## config.mk

```make
export PLATFORM = sky130hd
export DESIGN_NAME = pic_phy_int_counters
export DESIGN_NICKNAME = d
export VERILOG_FILES = /design/src/pic_pkg.sv /design/src/pic_phy_int_counters.sv /design/src/pic_sat_counter.sv
export VERILOG_INCLUDE_DIRS = /design/src /design/src/src
export SDC_FILE = /design/constraint.sdc
export NUM_CORES = 1
export LEC_CHECK = 0
export BUFFER_PORTS_ARGS = -buffer_cell sky130_fd_sc_hd__buf_2
export CAP_MARGIN = 10
export CORE_UTILIZATION = 45
export CTS_BUF_LIST = sky130_fd_sc_hd__clkbuf_4 sky130_fd_sc_hd__clkbuf_8
export DETAILED_ROUTE_END_ITERATION = 10
export PLACE_DENSITY_LB_ADDON = 0.12
export SLEW_MARGIN = 20
export SYNTH_ARGS = -nofsm -noshare
export SYNTH_HDL_FRONTEND = slang
export SYNTH_SLANG_ARGS = --single-unit
```

## constraint.sdc

```tcl
create_clock -name i_clk -period 2.6 [get_ports i_clk]
set_clock_uncertainty 0.05 [all_clocks]
set_input_delay 0.52 -clock i_clk [delete_from_list [all_inputs] [get_ports i_clk]]
set_output_delay 0.52 -clock i_clk [all_outputs]
set_load 0.005 [all_outputs]
```

## src/pic_params.svh

```systemverilog
`ifndef PIC_PARAMS_SVH
`define PIC_PARAMS_SVH

// management register offsets
`define PIC_ADDR_INT      5'h12
`define PIC_ADDR_FCC      5'h13
`define PIC_ADDR_DISC     5'h14
`define PIC_ADDR_ERRFRM   5'h15
`define PIC_ADDR_SYMERR   5'h16

// interrupt register fields
`define PIC_INT_STS_BIT   0
`define PIC_INT_EN_BIT    1

// reset values
`define PIC_INT_EN_RST    1'b0
`define PIC_INT_STS_RST   1'b0
`define PIC_CNT_RST       16'h0000
`define PIC_RDATA_RST     16'h0000

// counter geometry
`define PIC_CNT_W         16
`define PIC_CNT_MAX       16'hffff
`define PIC_CNT_NUM       4

`endif

```

## src/pic_pkg.sv

```systemverilog
package pic_pkg;

  typedef enum logic [1:0] {
    PIC_FC_IDLE = 2'b00,
    PIC_FC_ONE  = 2'b01,
    PIC_FC_DONE = 2'b10
  } pic_fc_run_t;

  typedef logic [15:0] pic_word_t;

endpackage : pic_pkg

```

## src/pic_phy_int_counters.sv

```systemverilog
// Functional notes
// - interrupt enable gates the interrupt line; reset value zero
// - link-change bit is visible and updates regardless of enable
// - a link integrity change in either direction sets link-change bit
// - a read of 0x12 clears link-change bit; a later change sets it
// - false-carrier counter: 16 bits, one count per bad start delimiter
// - all counters stop at all-ones, never wrap
// - counters return value on read and then clear; an event in the read cycle restarts them at one
// - disconnect counter: 16 bits, one count per disconnect event
// - two or more back-to-back false carriers make one disconnect event
// - error frame counter advances at most once per errored frame
// - symbol error counter advances once per individual symbol error
`include "pic_params.svh"

module pic_phy_int_counters (
  input  wire logic                  i_clk,
  input  wire logic                  i_rst_n,
  input  wire logic [4:0]            i_reg_addr,
  input  wire logic                  i_reg_rd,
  input  wire logic                  i_reg_wr,
  input  wire logic [15:0]           i_reg_wdata,
  output logic [15:0]                o_reg_rdata,
  output logic                       o_reg_rvalid,
  input  wire logic                  i_link_up,
  input  wire logic                  i_false_carrier,
  input  wire logic                  i_rx_frame_start,
  input  wire logic                  i_rx_symbol_err,
  input  wire logic                  i_rx_premature_end,
  input  wire logic                  i_rx_frame_end,
  output logic                       o_irq
);

  logic                       int_en_ff;
  logic                       nxt_int_en;
  logic                       int_sts_ff;
  logic                       nxt_int_sts;
  logic                       irq_ff;
  logic                       nxt_irq;
  logic                       link_prev_ff;
  logic                       nxt_link_prev;
  logic                       primed_ff;
  logic                       nxt_primed;
  logic                       link_change;
  logic                       rd_int;
  logic                       wr_int;

  pic_pkg::pic_fc_run_t       fc_run_ff;
  pic_pkg::pic_fc_run_t       nxt_fc_run;
  logic                       disc_evt;

  logic                       frm_err_ff;
  logic                       nxt_frm_err;
  logic                       frm_err_evt;

  pic_pkg::pic_word_t         rdata_ff;
  pic_pkg::pic_word_t         nxt_rdata;
  logic                       rvalid_ff;
  logic                       nxt_rvalid;

  logic [`PIC_CNT_NUM-1:0]    cnt_inc;
  logic [`PIC_CNT_NUM-1:0]    cnt_clr;
  logic [`PIC_CNT_W-1:0]      cnt_val [`PIC_CNT_NUM];

  assign rd_int = i_reg_rd && i_reg_addr == `PIC_ADDR_INT;
  assign wr_int = i_reg_wr && i_reg_addr == `PIC_ADDR_INT;
  // the first cycle after reset only learns the link level, so a link
  // that is already up at reset does not raise a spurious change
  assign link_change = primed_ff && (i_link_up != link_prev_ff);

  // interrupt register and link monitor
  always_comb begin
    nxt_link_prev = i_link_up;
    nxt_primed    = 1'b1;
    nxt_int_en    = int_en_ff;
    nxt_int_sts   = int_sts_ff;
    if (wr_int) begin
      nxt_int_en = i_reg_wdata[`PIC_INT_EN_BIT];
    end
    if (rd_int) begin
      nxt_int_sts = 1'b0;
    end
    // set wins over the read clear, independent of the enable
    if (link_change) begin
      nxt_int_sts = 1'b1;
    end
    nxt_irq = nxt_int_en && nxt_int_sts;
  end

  always_ff @(posedge i_clk or negedge i_rst_n) begin
    if (!i_rst_n) begin
      int_en_ff    <= `PIC_INT_EN_RST;
      int_sts_ff   <= `PIC_INT_STS_RST;
      irq_ff       <= 1'b0;
      link_prev_ff <= 1'b0;
      primed_ff    <= 1'b0;
    end else begin
      int_en_ff    <= nxt_int_en;
      int_sts_ff   <= nxt_int_sts;
      irq_ff       <= nxt_irq;
      link_prev_ff <= nxt_link_prev;
      primed_ff    <= nxt_primed;
    end
  end

  assign o_irq = irq_ff;

  // false-carrier run tracking: a good start delimiter ends the run;
  // a run of two or more counts a single disconnect
  always_comb begin
    nxt_fc_run = fc_run_ff;
    disc_evt   = 1'b0;
    if (i_rx_frame_start) begin
      nxt_fc_run = pic_pkg::PIC_FC_IDLE;
    end else if (i_false_carrier) begin
      case (fc_run_ff)
        pic_pkg::PIC_FC_IDLE: begin
          nxt_fc_run = pic_pkg::PIC_FC_ONE;
        end
        pic_pkg::PIC_FC_ONE: begin
          nxt_fc_run = pic_pkg::PIC_FC_DONE;
          disc_evt   = 1'b1;
        end
        pic_pkg::PIC_FC_DONE: begin
          nxt_fc_run = pic_pkg::PIC_FC_DONE;
        end
        default: begin
          nxt_fc_run = pic_pkg::PIC_FC_IDLE;
        end
      endcase
    end
  end

  // frame error tracking: remembers any error inside the current frame
  always_comb begin
    frm_err_evt = i_rx_frame_end &&
                  (frm_err_ff || i_rx_symbol_err || i_rx_premature_end);
    nxt_frm_err = frm_err_ff;
    if (i_rx_frame_start || i_rx_frame_end) begin
      nxt_frm_err = 1'b0;
    end else if (i_rx_symbol_err || i_rx_premature_end) begin
      nxt_frm_err = 1'b1;
    end
  end

  always_ff @(posedge i_clk or negedge i_rst_n) begin
    if (!i_rst_n) begin
      fc_run_ff  <= pic_pkg::PIC_FC_IDLE;
      frm_err_ff <= 1'b0;
    end else begin
      fc_run_ff  <= nxt_fc_run;
      frm_err_ff <= nxt_frm_err;
    end
  end

  assign cnt_inc[0] = i_false_carrier;
  assign cnt_inc[1] = disc_evt;
  assign cnt_inc[2] = frm_err_evt;
  assign cnt_inc[3] = i_rx_symbol_err;

  // counters ignore writes: only reads and events reach them
  genvar gi;
  generate
    for (gi = 0; gi < `PIC_CNT_NUM; gi = gi + 1) begin : g_cnt
      assign cnt_clr[gi] = i_reg_rd &&
                           i_reg_addr == 5'(`PIC_ADDR_FCC + gi);
      pic_sat_counter u_cnt (
        .i_clk   (i_clk),
        .i_rst_n (i_rst_n),
        .i_inc   (cnt_inc[gi]),
        .i_clr   (cnt_clr[gi]),
        .o_count (cnt_val[gi])
      );
    end
  endgenerate

  // read data is captured in the read cycle, before the clear lands
  always_comb begin
    nxt_rdata  = rdata_ff;
    nxt_rvalid = i_reg_rd;
    if (i_reg_rd) begin
      case (i_reg_addr)
        `PIC_ADDR_INT: nxt_rdata = {14'h0000, int_en_ff, int_sts_ff};
        `PIC_ADDR_FCC:    nxt_rdata = cnt_val[0];
        `PIC_ADDR_DISC:   nxt_rdata = cnt_val[1];
        `PIC_ADDR_ERRFRM: nxt_rdata = cnt_val[2];
        `PIC_ADDR_SYMERR: nxt_rdata = cnt_val[3];
        default:          nxt_rdata = 16'h0000;
      endcase
    end
  end

  always_ff @(posedge i_clk or negedge i_rst_n) begin
    if (!i_rst_n) begin
      rdata_ff  <= `PIC_RDATA_RST;
      rvalid_ff <= 1'b0;
    end else begin
      rdata_ff  <= nxt_rdata;
      rvalid_ff <= nxt_rvalid;
    end
  end

  assign o_reg_rdata  = rdata_ff;
  assign o_reg_rvalid = rvalid_ff;

  property p_irq_gate;
    @(posedge i_clk) disable iff (!i_rst_n)
    !int_en_ff |-> !o_irq;
  endproperty
  a_irq_gate: assert property (p_irq_gate)
    else $error("interrupt asserted while disabled");

  property p_sts_unmasked;
    @(posedge i_clk) disable iff (!i_rst_n)
    link_change && !int_en_ff && !wr_int |=> int_sts_ff && !o_irq;
  endproperty
  a_sts_unmasked: assert property (p_sts_unmasked)
    else $error("status not set while interrupt disabled");

  property p_link_set;
    @(posedge i_clk) disable iff (!i_rst_n)
    primed_ff && $changed(i_link_up) |=> int_sts_ff;
  endproperty
  a_link_set: assert property (p_link_set)
    else $error("link change not flagged");

  property p_rd_clr;
    @(posedge i_clk) disable iff (!i_rst_n)
    rd_int && int_sts_ff && !link_change
      |=> !int_sts_ff && o_reg_rdata[`PIC_INT_STS_BIT];
  endproperty
  a_rd_clr: assert property (p_rd_clr)
    else $error("status not self-cleared after read");

  property p_irq_follow;
    @(posedge i_clk) disable iff (!i_rst_n)
    o_irq == (int_en_ff && int_sts_ff);
  endproperty
  a_irq_follow: assert property (p_irq_follow)
    else $error("interrupt line disagrees with enable and status");

  property p_disc_two;
    @(posedge i_clk) disable iff (!i_rst_n)
    i_false_carrier && !i_rx_frame_start ##1
      i_false_carrier && !i_rx_frame_start && fc_run_ff == pic_pkg::PIC_FC_ONE
      |-> disc_evt;
  endproperty
  a_disc_two: assert property (p_disc_two)
    else $error("back-to-back false carriers not a disconnect");

  property p_frm_once;
    @(posedge i_clk) disable iff (!i_rst_n)
    frm_err_evt |-> i_rx_frame_end ##1 !frm_err_ff;
  endproperty
  a_frm_once: assert property (p_frm_once)
    else $error("error frame counted outside frame end");

  property p_ro_write;
    @(posedge i_clk) disable iff (!i_rst_n)
    i_reg_wr && !i_reg_rd && i_reg_addr == `PIC_ADDR_FCC && !i_false_carrier
      |=> $stable(cnt_val[0]);
  endproperty
  a_ro_write: assert property (p_ro_write)
    else $error("write altered a counter");

  property p_rsvd_zero;
    @(posedge i_clk) disable iff (!i_rst_n)
    rd_int |=> o_reg_rdata[15:2] == 14'h0000;
  endproperty
  a_rsvd_zero: assert property (p_rsvd_zero)
    else $error("reserved interrupt bits not zero");

endmodule : pic_phy_int_counters

```

## src/pic_sat_counter.sv

```systemverilog
`include "pic_params.svh"

module pic_sat_counter (
  input  wire logic                  i_clk,
  input  wire logic                  i_rst_n,
  input  wire logic                  i_inc,
  input  wire logic                  i_clr,
  output logic [`PIC_CNT_W-1:0]      o_count
);

  logic [`PIC_CNT_W-1:0] cnt_ff;
  logic [`PIC_CNT_W-1:0] nxt_cnt;

  always_comb begin
    nxt_cnt = cnt_ff;
    if (i_clr) begin
      // an event in the read cycle is kept as the first new count
      nxt_cnt = i_inc ? `PIC_CNT_W'(1) : `PIC_CNT_RST;
    end else if (i_inc && cnt_ff != `PIC_CNT_MAX) begin
      nxt_cnt = cnt_ff + `PIC_CNT_W'(1);
    end
  end

  always_ff @(posedge i_clk or negedge i_rst_n) begin
    if (!i_rst_n) begin
      cnt_ff <= `PIC_CNT_RST;
    end else begin
      cnt_ff <= nxt_cnt;
    end
  end

  assign o_count = cnt_ff;

  property p_cnt_inc;
    @(posedge i_clk) disable iff (!i_rst_n)
    i_inc && !i_clr && cnt_ff != `PIC_CNT_MAX
      |=> cnt_ff == $past(cnt_ff) + `PIC_CNT_W'(1);
  endproperty
  a_cnt_inc: assert property (p_cnt_inc)
    else $error("counter did not advance on event");

  property p_cnt_sat;
    @(posedge i_clk) disable iff (!i_rst_n)
    cnt_ff == `PIC_CNT_MAX && !i_clr |=> cnt_ff == `PIC_CNT_MAX;
  endproperty
  a_cnt_sat: assert property (p_cnt_sat)
    else $error("full counter wrapped");

  property p_cnt_clr;
    @(posedge i_clk) disable iff (!i_rst_n)
    i_clr && !i_inc |=> cnt_ff == `PIC_CNT_RST;
  endproperty
  a_cnt_clr: assert property (p_cnt_clr)
    else $error("counter not cleared after read");

endmodule : pic_sat_counter
```

; ---- Yosys cells after proc, flatten, opt, wreduce, memory -nomap -nowiden
; Index checks and enable logic that the tools add are counted.
[word_totals]
reg_bits = 89
in_bits = 31
output_inout_bits = 18
[classes]
add_sub_neg = 4
eq_ne = 12
muxes = 24
n_reduce_logical = 25
[op_table]
columns = operator, count
row1 = two-way mux 16 bit, 8
row2 = one-hot mux 16 bit (5 select lines), 1
row3 = adder 16 x 1 -> 16 bit (second input constant), 4
row4 = != test 16 bit (second input constant), 4
row5 = == test 5 bit (second input constant), 5
row6 = logical AND 1 bit, 13
row7 = two-way mux 1 bit, 12
row8 = nonzero test 2 bit, 6
row9 = logical OR 1 bit, 4
row10 = two-way mux 2 bit, 2
row11 = one-hot mux 2 bit (2 select lines), 1
row12 = == test 2 x 1 -> 1 bit (second input constant), 1
row13 = == test 2 bit (second input constant), 1
row14 = logical NOT 2 bit, 1
row15 = OR reduction 2 bit, 1
row16 = != test 1 bit, 1

; ---- Longest topological paths before layout
[logic_depth]
ltp_word = 7
depth_mapped = 7
mapped_depth_nobuf = 6

; ---- Modules after synthesis
; Synthesis repeated with hierarchy kept, for this count alone.
[hier_totals]
cells_unflattened = 614
hier_area_um2 = 5860.6
[modules_own_cells]
columns = mod, instances, cells_per_inst, area_per_inst_um2, seq_area_each_um2
row1 = pic_sat_counter, 4, 102, 959.7, 400.4
row2 = pic_phy_int_counters, 1, 206, 2021.9, 625.6

; ---- Worst setup path after synthesis
; No wires, ideal clock.
[synth_timing]
kind = flip-flop to flip-flop
startpoint = reg fc_run_ff[1]
endpoint = reg g_cnt[1].u_cnt.cnt_ff[13]
arrival_ns = 1.805
t_required_ns = 2.472
slack_ns = 0.667
path_stages_with_launch = 8
period_less_slack_ns = 1.933
cell_sequence = dfrtp_1 inv_1 ha_1 nand3b_4 or3_1 buf_6 or4_1 a21oi_1
[synth_via]
elab_chain_len = 6
[synth_rtl]
columns = item, line_no
row1 = from (decl), pic_phy_int_counters.sv:47  ; pic_pkg::pic_fc_run_t fc_run_ff;
row2 = from (signal assigned), pic_phy_int_counters.sv:147  ; fc_run_ff <= pic_pkg::PIC_FC_IDLE;
row3 = from (signal assigned), pic_phy_int_counters.sv:150  ; fc_run_ff <= nxt_fc_run;
row4 = == test 2 x 1 -> 1 bit, pic_phy_int_counters.sv:115  ; case (fc_run_ff)
row5 = two-way mux 1 bit, pic_phy_int_counters.sv:115
row6 = two-way mux 1 bit, pic_phy_int_counters.sv:114  ; end else if (i_false_carrier) begin
row7 = two-way mux 1 bit, pic_phy_int_counters.sv:112  ; if (i_rx_frame_start) begin
row8 = logical AND 1 bit (no source line), n/a
row9 = nonzero test 2 bit (no source line), n/a
row10 = to (signal assigned), pic_sat_counter.sv:26  ; cnt_ff <= `PIC_CNT_RST;
row11 = to (signal assigned), pic_sat_counter.sv:28  ; cnt_ff <= nxt_cnt;
row12 = to (decl), pic_sat_counter.sv:11  ; logic [`PIC_CNT_W-1:0] cnt_ff;
; Every way passes these cells.
; A chain may end at the register's enable or synchronous reset.

; ---- Final worst setup path
[layout_timing]
startpoint = reg fc_run_ff[1]
endpoint = reg g_cnt[1].u_cnt.cnt_ff[7]
; Same word-level chain as after synthesis.

==> metrics.md <==
| Metric | Value |
|---|---|
| CP max FO | `10` |
| Internal power | `2.64 mW` |
| RSZ-0062 raised after global routing | `no` |
| Flop pwr share | `0.491` |
| Min-Delay Path Class | `in2async` |
| Number of vias per cell | `6.24` |
| Total power | `3.72 mW` |
| Setup ws final | `0.454 ns` |
| TritonCTS clock tree | `done` |
| CP Launch Type | `flop` |
| Slowest Stage Delay on Critical Path | `0.56 ns` |
| PortBufs | `33` |
| Setup violations, final | `0` |
| Worst Path Arrival | `2.40 ns` |
| Fin crit share | `0.825` |
| Outcome | `completed` |
| Switching share of total power | `0.290` |
| Ports | `49` |
| Worst path slowest cell | `or4_1` |
| Clock-pin slew on the worst setup and hold paths | `0.08 ns` |
| Die H | `108 um` |
| NumNets Final | `621` |
| Initial Utilization | `0.465` |
| Sum of buffers and inverters on the critical path | `1` |
| Worst-Margin Slew | `0.808 ns` |
| CTS root buffer | `clkbuf_8` |
| DP HPWL | `9820 um` |
| Synth Net Count | `590` |
| Initial antenna violation count | `0` |
| Post-synthesis sequential area ratio | `0.438` |
| VDD IR max | `0.000383 V` |
| YS warnings | `0` |
| DRT Wirelength | `13400 um` |
| Post-Synthesis Cells | `553` |
| Die width | `108 um` |
| Slew HR | `0.462` |
| Leakage power | `2.35 nW` |
| Main synth FF type | `dfrtp_1` |
| Largest register FFs | `64` |
| First-pass GRT wire length | `22200 um` |
| Final min period | `2.15 ns` |
| DRT Pass-1 Iters | `5` |
| Flops & latches, synth | `89` |
| Count of max-cap constraint violations | `0` |
| Post-route DRC | `0` |
| Post-Syn Area | `5090 um2` |
| Number of synthesized flops with an enable pin | `0` |
| Avg Inst Size Synth | `9.20 um2` |
| CP cell instances | `inv_1 > ha_1 > nand3b_4 > or3_1 > or4_1 > a21oi_1` |
| Vias in the first global route | `4243` |
| P_sw | `1.08 mW` |
| CTS H-Tree Depth | `3` |
| Most frequent cells in the layout | `dfrtp_1, a21oi_1, nand3_1` |
| Clock share of power | `0.371` |
| Worst Path Required | `2.85 ns` |
| Clock Latency Late Sink | `0.38 ns` |
| Synth cell types | `63` |
| # Post-CTS Setup Buffers | `0` |
| Comb power frac | `0.138` |
| CTS Buf Count | `9` |
| Area Growth Syn to Fin | `12.3%` |
| Core Util, Final | `0.522` |
| # clock sinks | `89` |
| Post-place setup slack | `0.403 ns` |
| DR WL/cell | `18.4 um` |
| # diodes | `0` |
| Gr usage total | `0.247` |
| Fin Hold WS | `0.154 ns` |
| Setup TNS | `0 ns` |
| Pwr dens | `652 nW/um2` |
| Grt total ovfl | `0` |
| Setup crit end kind | `flop` |
| Antenna viol nets, final | `0` |
| Commonest non-fill, non-tap cell in the layout | `dfrtp_1` |
| CP delay by family, top | `simple AND/OR/NAND/NOR gates` |
| Core box area | `10900 um2` |
| FP Rows | `38` |
| Ratio of cells with drive above 1 in the final layout | `0.122` |
| Total die area | `11700 um2` |
| CTS resizes | `0` |
| Slew Viols, Final | `0` |
| Largest net degree at the start of global routing | `61` |
| CTS Hold Bufs | `0` |
| Vias | `4546` |
| Max Freq | `0.466 GHz` |
| Initial DRC Count | `296` |
| Clock Path Buffers | `2` |
| Async set-reset flop share out of synthesis | `1.00` |
| Hold Vio Cnt, Final | `0` |
| Crit path kind | `reg2reg` |
| Gpl congestion | `0.854` |
==> cell usage after synthesis (all sizes together), types with 2 or more instances <==
cell type	number	area share
o21a	2	0.0030
or3	18	0.023
nand3	38	0.038
and3	10	0.012
a221oi	14	0.024
nand2b	5	0.0061
dfrtp	89	0.44
and4	10	0.017
buf	11	0.012
or2	2	0.0025
a31oi	2	0.0025
or4	20	0.030
o22ai	14	0.017
o41ai	4	0.0069
nand2	35	0.026
o31a	2	0.0034
and3b	2	0.0034
mux2i	24	0.047
xor2	2	0.0034
ha	6	0.015
o21ai	22	0.022
nand4	18	0.022
clkbuf	14	0.011
and2	11	0.014
nand3b	4	0.0084
a2bb2oi	2	0.0034
o31ai	18	0.027
a21oi	45	0.044
nor2	30	0.022
inv	24	0.018
nor4	9	0.012
nand4b	2	0.0034
nor2b	2	0.0025
o211ai	5	0.0074
o311ai	3	0.0052
a211oi	4	0.0059
a41oi	2	0.0034
nor3	14	0.014
==> cell type report <==
| type | count | area (um2) |
|---|---|---|
| Fill cell | 1039 | 5220 |
| Inverter | 24 | 90.1 |
| Tap cell | 140 | 175 |
| Sequential cell | 89 | 2230 |
| Clock buffer | 11 | 145 |
| Timing Repair Buffer | 45 | 270 |
| Clock inverter | 5 | 150 |
| Multi-Input combinational cell | 415 | 2650 |
==> layer usage <==
metal	vias up	wire (um)	GRT usage
met2	110	6330	0.381
met5	-	0	0
met4	0	260	0.104
met1	2229	6200	0.343
met3	15	612	0.0404
li1	2192	-	-
==> power by group through the flow <==
stage	Clock, mW	Combinational [mW]	Sequential (mW)
after floorplan	0	0.363	1.74
after global placement	0	0.489	1.84
after detailed placement	0	0.517	1.85
after CTS	1.40	0.518	1.82
after global routing	1.47	0.588	1.85
final	1.38	0.513	1.83
==> final timing paths <==
| path | startpoint | to | slack, ns | cells after the start |
|---|---|---|---|---|
| setup / recovery | fc_run_ff[1] | g_cnt[1].u_cnt.o_count[7] | 0.45 | 6 |
| hold / removal | i_rst_n | g_cnt[3].u_cnt.o_count[10] | 0.15 | 1 |
| setup reg to reg | fc_run_ff[1] | g_cnt[1].u_cnt.o_count[7] | 0.45 | 6 |
| hold reg to reg | primed_ff | int_sts_ff | 0.47 | 1 |
| max in group asynchronous | i_rst_n | g_cnt[2].u_cnt.o_count[13] | 1.72 | 2 |
| min in group i_clk | i_link_up | link_prev_ff | 0.22 | 1 |
==> worst register-to-register path: cells and delay by family (launching register included) <==
kind                     cells  cell delay (ns)
buffers and inverters        1             0.08
flip-flops                   1             0.38
AND/OR/NAND/NOR              3             1.20
AO/OA/AOI/OAI                1             0.15
adder cells (fa/ha/maj)      1             0.20
==> cells by family (layout without fill, tap and decap cells) <==
logic type,after synthesis,in the layout,synth area share
fa+ha+maj,6,6,0.0148
simple gates,236,236,0.268
other cells,1,1,0.000737
flops,89,89,0.438
buf+inv,49,85,0.0406
compound gates,145,145,0.185
mux,25,25,0.0494
xor+xnor,2,2,0.00344
==> metrics by stage <==
| stage | instance area, um2 | instances |
|---|---|---|
| final | 5710 | 729 |
| after global routing | 5710 | 729 |
| after CTS | 5710 | 729 |
| after detailed placement | 5420 | 713 |
| after global placement | 5420 | 713 |
| after floorplan | 5090 | 553 |
Power figures use the tool's default switching activity.
